==> src/reset_init_pkg.sv <==
// Constants shared by the reset state initialiser: widths, field positions, reset values.
// Assumes a single system clock domain and an AHB-Lite register slave.
`default_nettype none
package reset_init_pkg;
  localparam int unsigned PC_W = 13;
  localparam int unsigned SP_W = 4;
  localparam logic [3:0] SP_TOP = 4'hF;
  localparam logic [7:0] PCL_CLEAR = 8'h00;
  localparam logic [7:0] PORT_ALL_INPUT = 8'hFF;
  localparam logic [7:0] PORT_PULLUP_RST = 8'h00;
  localparam logic [7:0] INT_CTRL_RST = 8'h00;
  localparam logic [7:0] TIMER_CTRL_RST = 8'h00;
  localparam logic [7:0] WDOG_CTRL_RST = 8'h53;
  localparam logic [7:0] LV_SEL_RST = 8'h66;
  // Status register field positions.
  localparam int unsigned STAT_PDF_BIT = 4;
  localparam int unsigned STAT_TO_BIT = 5;
  // Reset cause one-hot bit positions.
  localparam int unsigned CAUSE_POR = 0;
  localparam int unsigned CAUSE_LVR = 1;
  localparam int unsigned CAUSE_WDT_RUN = 2;
  localparam int unsigned CAUSE_WDT_SLEEP = 3;
  // Register byte addresses.
  localparam logic [7:0] ADDR_STATUS = 8'h00;
  localparam logic [7:0] ADDR_CAUSE = 8'h04;
  localparam logic [7:0] ADDR_EVT = 8'h08;
  localparam logic [7:0] ADDR_MASK = 8'h0C;
  localparam logic [7:0] ADDR_LVSEL = 8'h10;
  localparam logic [7:0] ADDR_CTRL = 8'h14;
  localparam logic [7:0] ADDR_PORT = 8'h18;
  localparam logic [7:0] ADDR_WDOG = 8'h1C;
  localparam logic [7:0] ADDR_SPPC = 8'h20;
  localparam logic [3:0] EVT_RST = 4'h0;
  localparam logic [3:0] MASK_RST = 4'h0;
  typedef enum logic [2:0] {
    ST_IDLE = 3'b001,
    ST_APPLY = 3'b010,
    ST_RUN = 3'b100
  } seq_state_t;
endpackage : reset_init_pkg
`default_nettype wire

==> src/reset_state_initializer.sv <==
// Reset state initialiser: applies per-cause initial values to core state on a reset request.
// Assumes request pulses are synchronous to mclk_i and an AHB-Lite master on the register port.
//
// Summary of operation
// - Watchdog timeout in sleep/idle zeroes PC and SP, sets both flags, keeps rest.
// - Power-on clears both flags; low-voltage reset keeps both flags.
// - Watchdog timeout in run sets timeout flag, keeps powerdown flag.
// - After sleep/idle watchdog reset both flags read as one.
// - Both flags live in the status register, set by sleep entry and watchdog.
// - Power-on reset clears int_ctrl_o to disable all interrupt sources; the event mask behind irq_o keeps its value.
// - Power-on clears watchdog and time base counters; watchdog restarts counting.
// - Power-on reset switches all timer modules off.
// - Power-on sets port and port-direction registers to all ones.
// - Power-on puts stack pointer at top and program counter at zero.
// - Full resets load defaults; sleep watchdog reset keeps registers, clears PC and SP.
// - A genuine low-voltage reset keeps the threshold selection register.
`default_nettype none
module reset_state_initializer (
  input wire logic mclk_i,
  input wire logic nrst_i,
  input wire logic por_req_i,
  input wire logic lvr_req_i,
  input wire logic wdt_req_i,
  input wire logic sleep_i,
  input wire logic sleep_entry_i,
  input wire logic clr_wdt_i,
  input wire logic [31:0] haddr_i,
  input wire logic [1:0] htrans_i,
  input wire logic hwrite_i,
  input wire logic [2:0] hsize_i,
  input wire logic [31:0] hwdata_i,
  input wire logic hsel_i,
  input wire logic hready_i,
  output logic [31:0] hrdata_o,
  output logic hreadyout_o,
  output logic hresp_o,
  output logic irq_o,
  output logic core_hold_o,
  output logic [12:0] pc_o,
  output logic [3:0] sp_o,
  output logic watchdog_timeout_flag_o,
  output logic powerdown_flag_o,
  output logic [7:0] int_ctrl_o,
  output logic [7:0] timer_ctrl_o,
  output logic [7:0] port_data_o,
  output logic [7:0] port_dir_o,
  output logic [7:0] lv_threshold_select_o,
  output logic [7:0] watchdog_control_reg_o,
  output logic [15:0] watchdog_timer_o,
  output logic [15:0] timebase_cnt_o
);

  // Full reset causes load the defined defaults; the sleep watchdog cause does not.
  function automatic logic full_reset(input logic [3:0] c);
    full_reset = c[reset_init_pkg::CAUSE_POR] | c[reset_init_pkg::CAUSE_LVR]
               | c[reset_init_pkg::CAUSE_WDT_RUN];
  endfunction : full_reset

  // Architectural state, one flop per field.
  reset_init_pkg::seq_state_t state_reg;
  reset_init_pkg::seq_state_t state_next;
  logic core_hold_reg;
  logic [3:0] cause_reg;
  logic [12:0] pc_reg;
  logic [3:0] sp_reg;
  logic to_reg;
  logic pdf_reg;
  logic [7:0] int_reg;
  logic [7:0] tmr_reg;
  logic [7:0] port_reg;
  logic [7:0] dir_reg;
  logic [7:0] lvsel_reg;
  logic [7:0] wdc_reg;
  logic [15:0] wdt_cnt_reg;
  logic [15:0] tb_cnt_reg;
  logic [3:0] evt_reg;
  logic [3:0] mask_reg;
  logic [31:0] rdata_reg;
  logic irq_reg;
  logic [7:0] a_addr_reg;
  logic a_wr_reg;
  logic a_rd_reg;

  // Prioritised one-hot cause of the incoming request.
  wire logic any_req = por_req_i | lvr_req_i | wdt_req_i;
  wire logic [3:0] cause_new;
  assign cause_new[reset_init_pkg::CAUSE_POR] = por_req_i;
  assign cause_new[reset_init_pkg::CAUSE_LVR] = ~por_req_i & lvr_req_i;
  assign cause_new[reset_init_pkg::CAUSE_WDT_RUN] = ~por_req_i & ~lvr_req_i
                                                  & wdt_req_i & ~sleep_i;
  assign cause_new[reset_init_pkg::CAUSE_WDT_SLEEP] = ~por_req_i & ~lvr_req_i
                                                    & wdt_req_i & sleep_i;
  wire logic apply = (state_reg == reset_init_pkg::ST_APPLY);
  wire logic c_por = cause_reg[reset_init_pkg::CAUSE_POR];
  wire logic c_lvr = cause_reg[reset_init_pkg::CAUSE_LVR];
  wire logic c_wrun = cause_reg[reset_init_pkg::CAUSE_WDT_RUN];
  wire logic c_wslp = cause_reg[reset_init_pkg::CAUSE_WDT_SLEEP];
  wire logic c_full = full_reset(cause_reg);

  // Bus decode: a transfer is taken when selected, NONSEQ or SEQ (htrans bit 1 set) and the bus is ready.
  wire logic take = hsel_i & hready_i & htrans_i[1];
  wire logic wr_st = a_wr_reg & (a_addr_reg == reset_init_pkg::ADDR_STATUS);
  wire logic wr_mask = a_wr_reg & (a_addr_reg == reset_init_pkg::ADDR_MASK);
  wire logic wr_lvs = a_wr_reg & (a_addr_reg == reset_init_pkg::ADDR_LVSEL);
  wire logic wr_ctrl = a_wr_reg & (a_addr_reg == reset_init_pkg::ADDR_CTRL);
  wire logic wr_port = a_wr_reg & (a_addr_reg == reset_init_pkg::ADDR_PORT);
  wire logic wr_wdc = a_wr_reg & (a_addr_reg == reset_init_pkg::ADDR_WDOG);
  wire logic rd_evt = a_rd_reg & (a_addr_reg == reset_init_pkg::ADDR_EVT);
  wire logic [3:0] evt_set = apply ? cause_reg : 4'h0;

  // Read words are picked in the address phase so that hrdata stands in the data phase.
  wire logic [7:0] ra = haddr_i[7:0];
  wire logic [31:0] status_word = {26'h0000000, to_reg, pdf_reg, 4'h0};
  wire logic [31:0] cause_word = {28'h0000000, cause_reg};
  wire logic [31:0] evt_word = {28'h0000000, evt_reg};
  wire logic [31:0] mask_word = {28'h0000000, mask_reg};
  wire logic [31:0] lvsel_word = {24'h000000, lvsel_reg};
  wire logic [31:0] ctrl_word = {16'h0000, tmr_reg, int_reg};
  wire logic [31:0] port_word = {16'h0000, dir_reg, port_reg};
  wire logic [31:0] wdog_word = {8'h00, wdt_cnt_reg, wdc_reg};
  wire logic [31:0] sppc_word = {15'h0000, sp_reg, pc_reg};
  wire logic [31:0] rd_mux =
    (ra == reset_init_pkg::ADDR_STATUS) ? status_word :
    (ra == reset_init_pkg::ADDR_CAUSE) ? cause_word :
    (ra == reset_init_pkg::ADDR_EVT) ? evt_word :
    (ra == reset_init_pkg::ADDR_MASK) ? mask_word :
    (ra == reset_init_pkg::ADDR_LVSEL) ? lvsel_word :
    (ra == reset_init_pkg::ADDR_CTRL) ? ctrl_word :
    (ra == reset_init_pkg::ADDR_PORT) ? port_word :
    (ra == reset_init_pkg::ADDR_WDOG) ? wdog_word :
    (ra == reset_init_pkg::ADDR_SPPC) ? sppc_word : 32'h0000_0000;

  always_comb begin
    state_next = state_reg;
    unique case (state_reg)
      reset_init_pkg::ST_IDLE: state_next = reset_init_pkg::ST_RUN;
      reset_init_pkg::ST_APPLY: state_next = reset_init_pkg::ST_RUN;
      reset_init_pkg::ST_RUN: if (any_req) state_next = reset_init_pkg::ST_APPLY;
      default: state_next = reset_init_pkg::ST_IDLE;
    endcase
  end

  always_ff @(posedge mclk_i or negedge nrst_i) begin
    if (!nrst_i) begin
      state_reg <= reset_init_pkg::ST_IDLE;
      cause_reg <= 4'h1;
    end else begin
      state_reg <= state_next;
      if (state_reg == reset_init_pkg::ST_RUN && any_req) cause_reg <= cause_new;
    end
  end

  // The hold output has its own flop so that the core never sees decode glitches.
  always_ff @(posedge mclk_i or negedge nrst_i) begin
    if (!nrst_i) begin
      core_hold_reg <= 1'b1;
    end else begin
      core_hold_reg <= (state_next != reset_init_pkg::ST_RUN);
    end
  end

  // Program counter and stack pointer.
  always_ff @(posedge mclk_i or negedge nrst_i) begin
    if (!nrst_i) begin
      pc_reg <= 13'h0000;
      sp_reg <= reset_init_pkg::SP_TOP;
    end else if (apply) begin
      pc_reg <= 13'h0000;
      sp_reg <= c_wslp ? 4'h0 : reset_init_pkg::SP_TOP;
    end
  end

  // Reset flags; hardware set wins over a software write in the same cycle.
  always_ff @(posedge mclk_i or negedge nrst_i) begin
    if (!nrst_i) begin
      to_reg <= 1'b0;
      pdf_reg <= 1'b0;
    end else if (apply) begin
      to_reg <= c_por ? 1'b0 : (c_lvr ? to_reg : 1'b1);
      pdf_reg <= c_por ? 1'b0 : (c_wslp ? 1'b1 : pdf_reg);
    end else if (sleep_entry_i) begin
      pdf_reg <= 1'b1;
      to_reg <= 1'b0;
    end else if (clr_wdt_i) begin
      pdf_reg <= 1'b0;
      to_reg <= 1'b0;
    end else if (wr_st) begin
      to_reg <= hwdata_i[reset_init_pkg::STAT_TO_BIT];
      pdf_reg <= hwdata_i[reset_init_pkg::STAT_PDF_BIT];
    end
  end

  // Interrupt, timer, port and watchdog control defaults; bus writes lose to an apply cycle.
  wire logic load_defaults = apply & c_full;
  wire logic wr_ctrl_ok = ~apply & wr_ctrl;
  wire logic wr_port_ok = ~apply & wr_port;
  wire logic wr_wdc_ok = ~apply & wr_wdc;

  always_ff @(posedge mclk_i or negedge nrst_i) begin
    if (!nrst_i) begin
      int_reg <= reset_init_pkg::INT_CTRL_RST;
    end else if (load_defaults) begin
      int_reg <= reset_init_pkg::INT_CTRL_RST;
    end else if (wr_ctrl_ok) begin
      int_reg <= hwdata_i[7:0];
    end
  end

  always_ff @(posedge mclk_i or negedge nrst_i) begin
    if (!nrst_i) begin
      tmr_reg <= reset_init_pkg::TIMER_CTRL_RST;
    end else if (load_defaults) begin
      tmr_reg <= reset_init_pkg::TIMER_CTRL_RST;
    end else if (wr_ctrl_ok) begin
      tmr_reg <= hwdata_i[15:8];
    end
  end

  always_ff @(posedge mclk_i or negedge nrst_i) begin
    if (!nrst_i) begin
      port_reg <= reset_init_pkg::PORT_ALL_INPUT;
    end else if (load_defaults) begin
      port_reg <= reset_init_pkg::PORT_ALL_INPUT;
    end else if (wr_port_ok) begin
      port_reg <= hwdata_i[7:0];
    end
  end

  always_ff @(posedge mclk_i or negedge nrst_i) begin
    if (!nrst_i) begin
      dir_reg <= reset_init_pkg::PORT_ALL_INPUT;
    end else if (load_defaults) begin
      dir_reg <= reset_init_pkg::PORT_ALL_INPUT;
    end else if (wr_port_ok) begin
      dir_reg <= hwdata_i[15:8];
    end
  end

  always_ff @(posedge mclk_i or negedge nrst_i) begin
    if (!nrst_i) begin
      wdc_reg <= reset_init_pkg::WDOG_CTRL_RST;
    end else if (load_defaults) begin
      wdc_reg <= reset_init_pkg::WDOG_CTRL_RST;
    end else if (wr_wdc_ok) begin
      wdc_reg <= hwdata_i[7:0];
    end
  end

  // Threshold selection survives a genuine low-voltage reset and a sleep watchdog reset.
  always_ff @(posedge mclk_i or negedge nrst_i) begin
    if (!nrst_i) begin
      lvsel_reg <= reset_init_pkg::LV_SEL_RST;
    end else if (apply && (c_por || c_wrun)) begin
      lvsel_reg <= reset_init_pkg::LV_SEL_RST;
    end else if (!apply && wr_lvs) begin
      lvsel_reg <= hwdata_i[7:0];
    end
  end

  // Counters restart from zero at once after a full reset, so the watchdog keeps running.
  wire logic wdt_restart = load_defaults | clr_wdt_i;
  always_ff @(posedge mclk_i or negedge nrst_i) begin
    if (!nrst_i) begin
      wdt_cnt_reg <= 16'h0000;
    end else if (wdt_restart) begin
      wdt_cnt_reg <= 16'h0000;
    end else begin
      wdt_cnt_reg <= wdt_cnt_reg + 16'h0001;
    end
  end

  // The time base is cleared only by a full reset; a watchdog clear leaves it running.
  always_ff @(posedge mclk_i or negedge nrst_i) begin
    if (!nrst_i) begin
      tb_cnt_reg <= 16'h0000;
    end else if (load_defaults) begin
      tb_cnt_reg <= 16'h0000;
    end else begin
      tb_cnt_reg <= tb_cnt_reg + 16'h0001;
    end
  end

  // Sticky cause events, cleared by reading; a new event wins over the clearing read.
  wire logic [3:0] evt_next = (rd_evt ? 4'h0 : evt_reg) | evt_set;
  wire logic irq_next = |(evt_next & mask_reg);
  always_ff @(posedge mclk_i or negedge nrst_i) begin
    if (!nrst_i) begin
      evt_reg <= reset_init_pkg::EVT_RST;
    end else begin
      evt_reg <= evt_next;
    end
  end

  always_ff @(posedge mclk_i or negedge nrst_i) begin
    if (!nrst_i) begin
      mask_reg <= reset_init_pkg::MASK_RST;
    end else if (wr_mask) begin
      mask_reg <= hwdata_i[3:0];
    end
  end

  always_ff @(posedge mclk_i or negedge nrst_i) begin
    if (!nrst_i) begin
      irq_reg <= 1'b0;
    end else begin
      irq_reg <= irq_next;
    end
  end

  // AHB-Lite slave: zero wait states, always OKAY, unmapped reads return zero.
  always_ff @(posedge mclk_i or negedge nrst_i) begin
    if (!nrst_i) begin
      a_addr_reg <= 8'h00;
      a_wr_reg <= 1'b0;
      a_rd_reg <= 1'b0;
      rdata_reg <= 32'h0000_0000;
    end else begin
      a_addr_reg <= haddr_i[7:0];
      a_wr_reg <= take & hwrite_i;
      a_rd_reg <= take & ~hwrite_i;
      if (take && !hwrite_i) rdata_reg <= rd_mux;
    end
  end

  assign hrdata_o = rdata_reg;
  assign hreadyout_o = 1'b1;
  assign hresp_o = 1'b0;
  assign irq_o = irq_reg;
  assign core_hold_o = core_hold_reg;
  assign pc_o = pc_reg;
  assign sp_o = sp_reg;
  assign watchdog_timeout_flag_o = to_reg;
  assign powerdown_flag_o = pdf_reg;
  assign int_ctrl_o = int_reg;
  assign timer_ctrl_o = tmr_reg;
  assign port_data_o = port_reg;
  assign port_dir_o = dir_reg;
  assign lv_threshold_select_o = lvsel_reg;
  assign watchdog_control_reg_o = wdc_reg;
  assign watchdog_timer_o = wdt_cnt_reg;
  assign timebase_cnt_o = tb_cnt_reg;

endmodule : reset_state_initializer
`default_nettype wire

==> config.mk <==
export PLATFORM = sky130hd
export DESIGN_NAME = reset_state_initializer
export DESIGN_NICKNAME = d
export VERILOG_FILES = /design/src/reset_init_pkg.sv /design/src/reset_state_initializer.sv
export SDC_FILE = /design/constraint.sdc
export NUM_CORES = 1
export LEC_CHECK = 0
export BUFFER_PORTS_ARGS = -buffer_cell sky130_fd_sc_hd__buf_2
export CAP_MARGIN = 5
export CELL_PAD_IN_SITES_DETAIL_PLACEMENT = 0
export CELL_PAD_IN_SITES_GLOBAL_PLACEMENT = 2
export CORE_ASPECT_RATIO = 0.75
export CORE_UTILIZATION = 33
export DETAILED_ROUTE_END_ITERATION = 7
export GPL_ROUTABILITY_DRIVEN = 0
export PLACE_DENSITY_LB_ADDON = 0.1
export SETUP_SLACK_MARGIN = 0.05
export SLEW_MARGIN = 20
export SYNTH_ARGS = -nofsm -noshare
export SYNTH_HDL_FRONTEND = slang
export SYNTH_SLANG_ARGS = --single-unit
==> constraint.sdc <==
create_clock -name mclk_i -period 2.9 [get_ports mclk_i]
set_input_delay 0.29 -clock mclk_i [delete_from_list [all_inputs] [get_ports mclk_i]]
set_output_delay 0.29 -clock mclk_i [all_outputs]
set_load 0.05 [all_outputs]
Yosys cells after proc, flatten, opt, wreduce, memory -nomap -nowiden
Index checks and enable logic that the tools add are counted.
Operators by class
  equal/unequal tests: 20
  reductions and logical operators: 18
  multiplexer cells: 40
  add/subtract/negate cells: 2
  bitwise operators: 32
Operator list (number)
  24-bit 2-to-1 mux: 8
  8-bit 2-to-1 mux: 12
  8-bit by 5-bit equality test with 1-bit output, second input constant: 8
  16-bit by 1-bit adder with 16-bit output, second input constant: 2
  8-bit by 4-bit equality test with 1-bit output, second input constant: 4
  16-bit 2-to-1 mux: 2
  1-bit AND: 20
  17-bit 2-to-1 mux: 1
  8-bit zero test: 2
  1-bit 2-to-1 mux: 12
  4-bit 2-to-1 mux: 3
  3-bit != test, second input constant: 3
  8-bit by 3-bit equality test with 1-bit output, second input constant: 1
  8-bit by 6-bit equality test with 1-bit output, second input constant: 1
  2-bit nonzero test: 4
  3-bit case mux with 2 select lines: 1
  1-bit inverter: 5
  1-bit bitwise OR: 5
  4-bit AND: 1
  1-bit logical AND: 4
  4-bit bitwise OR: 1
  2-bit AND reduction: 2
  4-bit nonzero test: 1
  4-bit OR reduction: 1
  other kinds (7): 8
Word-level totals
  logic and storage cells: 133
  register bits: 145
  output and inout port bits: 135

Depth between registers and ports, before layout
  depth after elaboration: 10
  depth in mapped cells: 7
  depth with buffers taken out: 5

Worst setup path before layout
OpenSTA, ideal clock, no wires.
  kind: reg2reg
  start: register tb_cnt_reg[2] (netlist: timebase_cnt_o[2])
  end: register tb_cnt_reg[15] (netlist: timebase_cnt_o[15])
  data required time: 2.823 ns
  path slack: 1.031 ns
  arrival time: 1.792 ns
  clock period less this slack: 1.869 ns
  cell stages (with the launch flop): 5
  cells stage by stage: dfrtp_1 > nand3_2 > or3_1 > or3_1 > a21oi_1
On the way
  word-level cells in the longest chain between the ends: 2
RTL lines
  start, declared: RTL line reset_state_initializer.sv:75  | logic [15:0] tb_cnt_reg;
  start signal, assigned: RTL line reset_state_initializer.sv:279  | tb_cnt_reg <= tb_cnt_reg + 16'h0001;
  16-bit by 1-bit adder with 16-bit output: RTL line reset_state_initializer.sv:279
  16-bit 2-to-1 mux: RTL line reset_state_initializer.sv:276  | end else if (load_defaults) begin
No other way between the ends.
A chain may end at the register's enable or synchronous reset.

Worst setup path after layout
  start: register a_addr_reg[5]
  end: register wdc_reg[0] (netlist: watchdog_control_reg_o[0])
On the way
  word-level cells in the longest chain between the ends: 4
RTL lines
  start, declared: RTL line reset_state_initializer.sv:80  | logic [7:0] a_addr_reg;
  start signal, assigned: RTL line reset_state_initializer.sv:318  | a_addr_reg <= haddr_i[7:0];
  8-bit by 5-bit equality test with 1-bit output: RTL line reset_state_initializer.sv:107  | wire logic wr_wdc = a_wr_reg & (a_addr_reg == reset_init_pkg::ADDR_WDOG);
  1-bit AND: RTL line reset_state_initializer.sv:107
  1-bit AND: RTL line reset_state_initializer.sv:197  | wire logic wr_wdc_ok = ~apply & wr_wdc;
  2-bit nonzero test (no source line)
  end signal, assigned: RTL line reset_state_initializer.sv:241  | wdc_reg <= reset_init_pkg::WDOG_CTRL_RST;
  end signal, assigned: RTL line reset_state_initializer.sv:243  | wdc_reg <= reset_init_pkg::WDOG_CTRL_RST;
  end signal, assigned: RTL line reset_state_initializer.sv:245  | wdc_reg <= hwdata_i[7:0];
  end, declared: RTL line reset_state_initializer.sv:73  | logic [7:0] wdc_reg;
No other way between the ends.

==> reports/metrics.yaml <==
syn2layout_area_growth_pct: 23.99
antenna_found_initial: 0
p_leak_nw: 3.725
finClkSkew_ns: 0.01105
r2r_slack_ns: 0.82
largest_reg_flops: 24
hp-class: "in2reg"
ys_seq_elements: 134
clkTransAtPathRegs_ns: 0.06
place_hpwl_um: 13850
diodes: 0
fillCellCount: 1897
drcViolationCount: 0
drtAntennaViolNets: 0
yosys_most_used_dff: "dfrtp_1"
hold_viol: 0
cts_buffers: 17
pre_cts_slack_ns: 0.8296
start_util: 0.3357
timing.fmax_mhz: 480.1
core_area_mm2: 0.01932
drt-initial-drc-count: 276
ys_async_sr_fraction: 1.000
maxCapViolCount: 0
synth_top_cell_area_share: 0.4089
grt_pass1_vias: 5112
synth_compound_area_frac: 0.1419
required_ns: 3.24
firstDrtPassIters: 5
setup_ws_ns: 0.8172
synth_cells: 605
fin_setup_tns_ns: 0
cp_data_arrival_time_ns: 2.42
synthesis.area_mm2: 0.006487
fin_nets: 835
start_kind: "flip-flop"
layout.cells.non_filler: 1019
die_w_um: 163.9
gr-total-overflow: 0
postPlaceCellArea_mm2: 0.007413
synthTopCellsByArea: "dfrtp_1, dfstp_2, mux2i_1"
num_rows: 44
grt_pass1_wl_um: 29790
cp-endpoint: "watchdog_control_reg_o[0]"
postSynthAreaPerCell_um2: 10.72
min_period_ns: 2.083
vias: 5214
grt_start_max_net_pins: 73
final_area_mm2: 0.008044
wl_per_cell_um: 19.02
cts_tree: "built"
grt.total_usage: 0.1995
drive_gt1_frac: 0.3264
clockBufferDepth: 2
synth_fa_ha_area_frac: 0.003857
ir_worst_vdd_v: 0.0005364
dieArea_mm2: 0.02023
setup_viol: 0
fin_util: 0.4163
die_y_um: 123.4
synthMuxAreaShare: 0.09142
cts-resized-gates: 0
worstSetupPathType: "reg2reg"
r2r_end: "watchdog_control_reg_o[0]"
synth_cell_type_count: 59
cts_max_level: 4
place_inst: 986
hold_slack_ns: 0.05070
synth-edff-count: 0
synth_top_family_by_area: "simple AND/OR/NAND/NOR gates"
slew_viol_final: 0
rr_worst_depth: 5
worst-path-max-fanout: 33
power.density_mw_per_mm2: 866.4
rsz0062_at_grt: "false"
routed_wl_um: 19380
clk_latency_ns: 0.42
cts_setup_buffers: 0
r2r_start: "a_addr_reg[5]"
synth_top_area_cell: "dfrtp_1"
io_pins: 215
synth_xor_area_frac: 0.02835
vias_per_cell: 5.117
total_power_mw: 6.969
ys_seq_area_frac: 0.5223
io_buffers: 147
status: "finished clean"
yosys_warnings: 0
yosys.area_share.simple: 0.1452
startpoint: "a_addr_reg[5]"
cts.sinks: 134
root_buffer: "clkbuf_16"
tightest_slew_ns: 0.8447
fin_crit_sh: 0.7182
slew_headroom: 0.4369
cp-end-kind: "flip-flop"
## cells in the mapped netlist, types with 2 or more instances
master / instances
buf_4: 27
nor3_1: 8
a22o_1: 26
or2_2: 2
nand2b_1: 6
nand3_1: 11
nand2_1: 52
nor4b_2: 2
mux2i_1: 39
buf_1: 2
nor3b_1: 3
o311ai_0: 16
o21ai_0: 39
ha_1: 2
clkbuf_1: 13
dfstp_2: 28
nor2_4: 2
a21oi_1: 19
nor2b_1: 2
a22oi_1: 3
o2bb2ai_1: 2
o31ai_1: 4
xnor2_1: 11
mux2_2: 12
xor2_1: 10
nand4_1: 11
dfrtp_1: 106
inv_1: 27
conb_1: 2
and4_1: 2
a21o_1: 4
o22a_1: 2
nor2_1: 39
nor4_1: 7
or3_1: 10
buf_2: 11
and2_1: 7
o22ai_1: 8
mux4_2: 3
a2bb2oi_1: 6
## logic make-up after synthesis
logic type,after synthesis
flops,134
other cells,2
xor+xnor,21
buf+inv,81
mux,54
simple gates,177
fa+ha+maj,2
compound gates,134
## how the worst min path moves through the flow
stage	startpoint	to	slack, ns	cells after the start
after floorplan	nrst_i	a_addr_reg[0]	-0.006	0
after global placement	nrst_i	watchdog_timer_o[14]	0.24	1
after detailed placement	nrst_i	watchdog_timer_o[12]	0.24	1
after CTS	haddr_i[4]	a_addr_reg[4]	0.03	1
after global routing	haddr_i[7]	a_addr_reg[7]	0.03	1
final	haddr_i[7]	a_addr_reg[7]	0.05	1
## report_power, final
group	switching, mW	total [mW]	internal (mW)	leakage, nW
sequential	0.353	2.58	2.23	1.70
combinational	1.57	2.10	0.528	1.72
clock	0.829	2.29	1.46	0.303
total	2.75	6.97	4.22	3.72
## placed cells by master (no fill, tap or decap), types with 19 or more instances in the layout
master   Yosys  layout
buf_2       11     146
dfrtp_1    106     106
nand2_1     52      52
nor2_1      39      39
o21ai_0     39      39
mux2i_1     39      39
dfstp_2     28      28
inv_1       27      27
a22o_1      26      26
conb_1       2      23
a21oi_1     19      19
## routing by layer
metal	part of all wire	GRT usage	routed length [um]	vias up
li1	-	-	-	2430
met2	0.43	0.2802	8239	171
met5	0	0	0	-
met4	0.0038	0.04282	73	0
met1	0.51	0.3048	9968	2609
met3	0.057	0.04931	1098	4
## what timing repair did
item / in CTS / in global routing
hold buffers: 1 / 0
endpoints found under the setup margin: 0 / 0
endpoints found under the hold margin: 24 / 0
## critical path, cell delays in order, from the launching register on
cell     delay [ns]
dfrtp_1        0.39
nor4b_2        0.38
nand2_1        0.16
buf_4          0.26
nor2_2         0.54
mux2i_1        0.26
## area by class of cell
class,instances,area (um2),share of cell area
inverters,27,101.3,0.01260
multi-input cells,411,2751,0.3420
clock inverters,13,177.7,0.02209
repair buffers,162,865.8,0.1076
clock buffers,19,442.9,0.05506
flip-flops and latches,134,3388,0.4212
well taps,253,316.6,0.03935
Note: power is estimated with default switching activity, not from simulation.
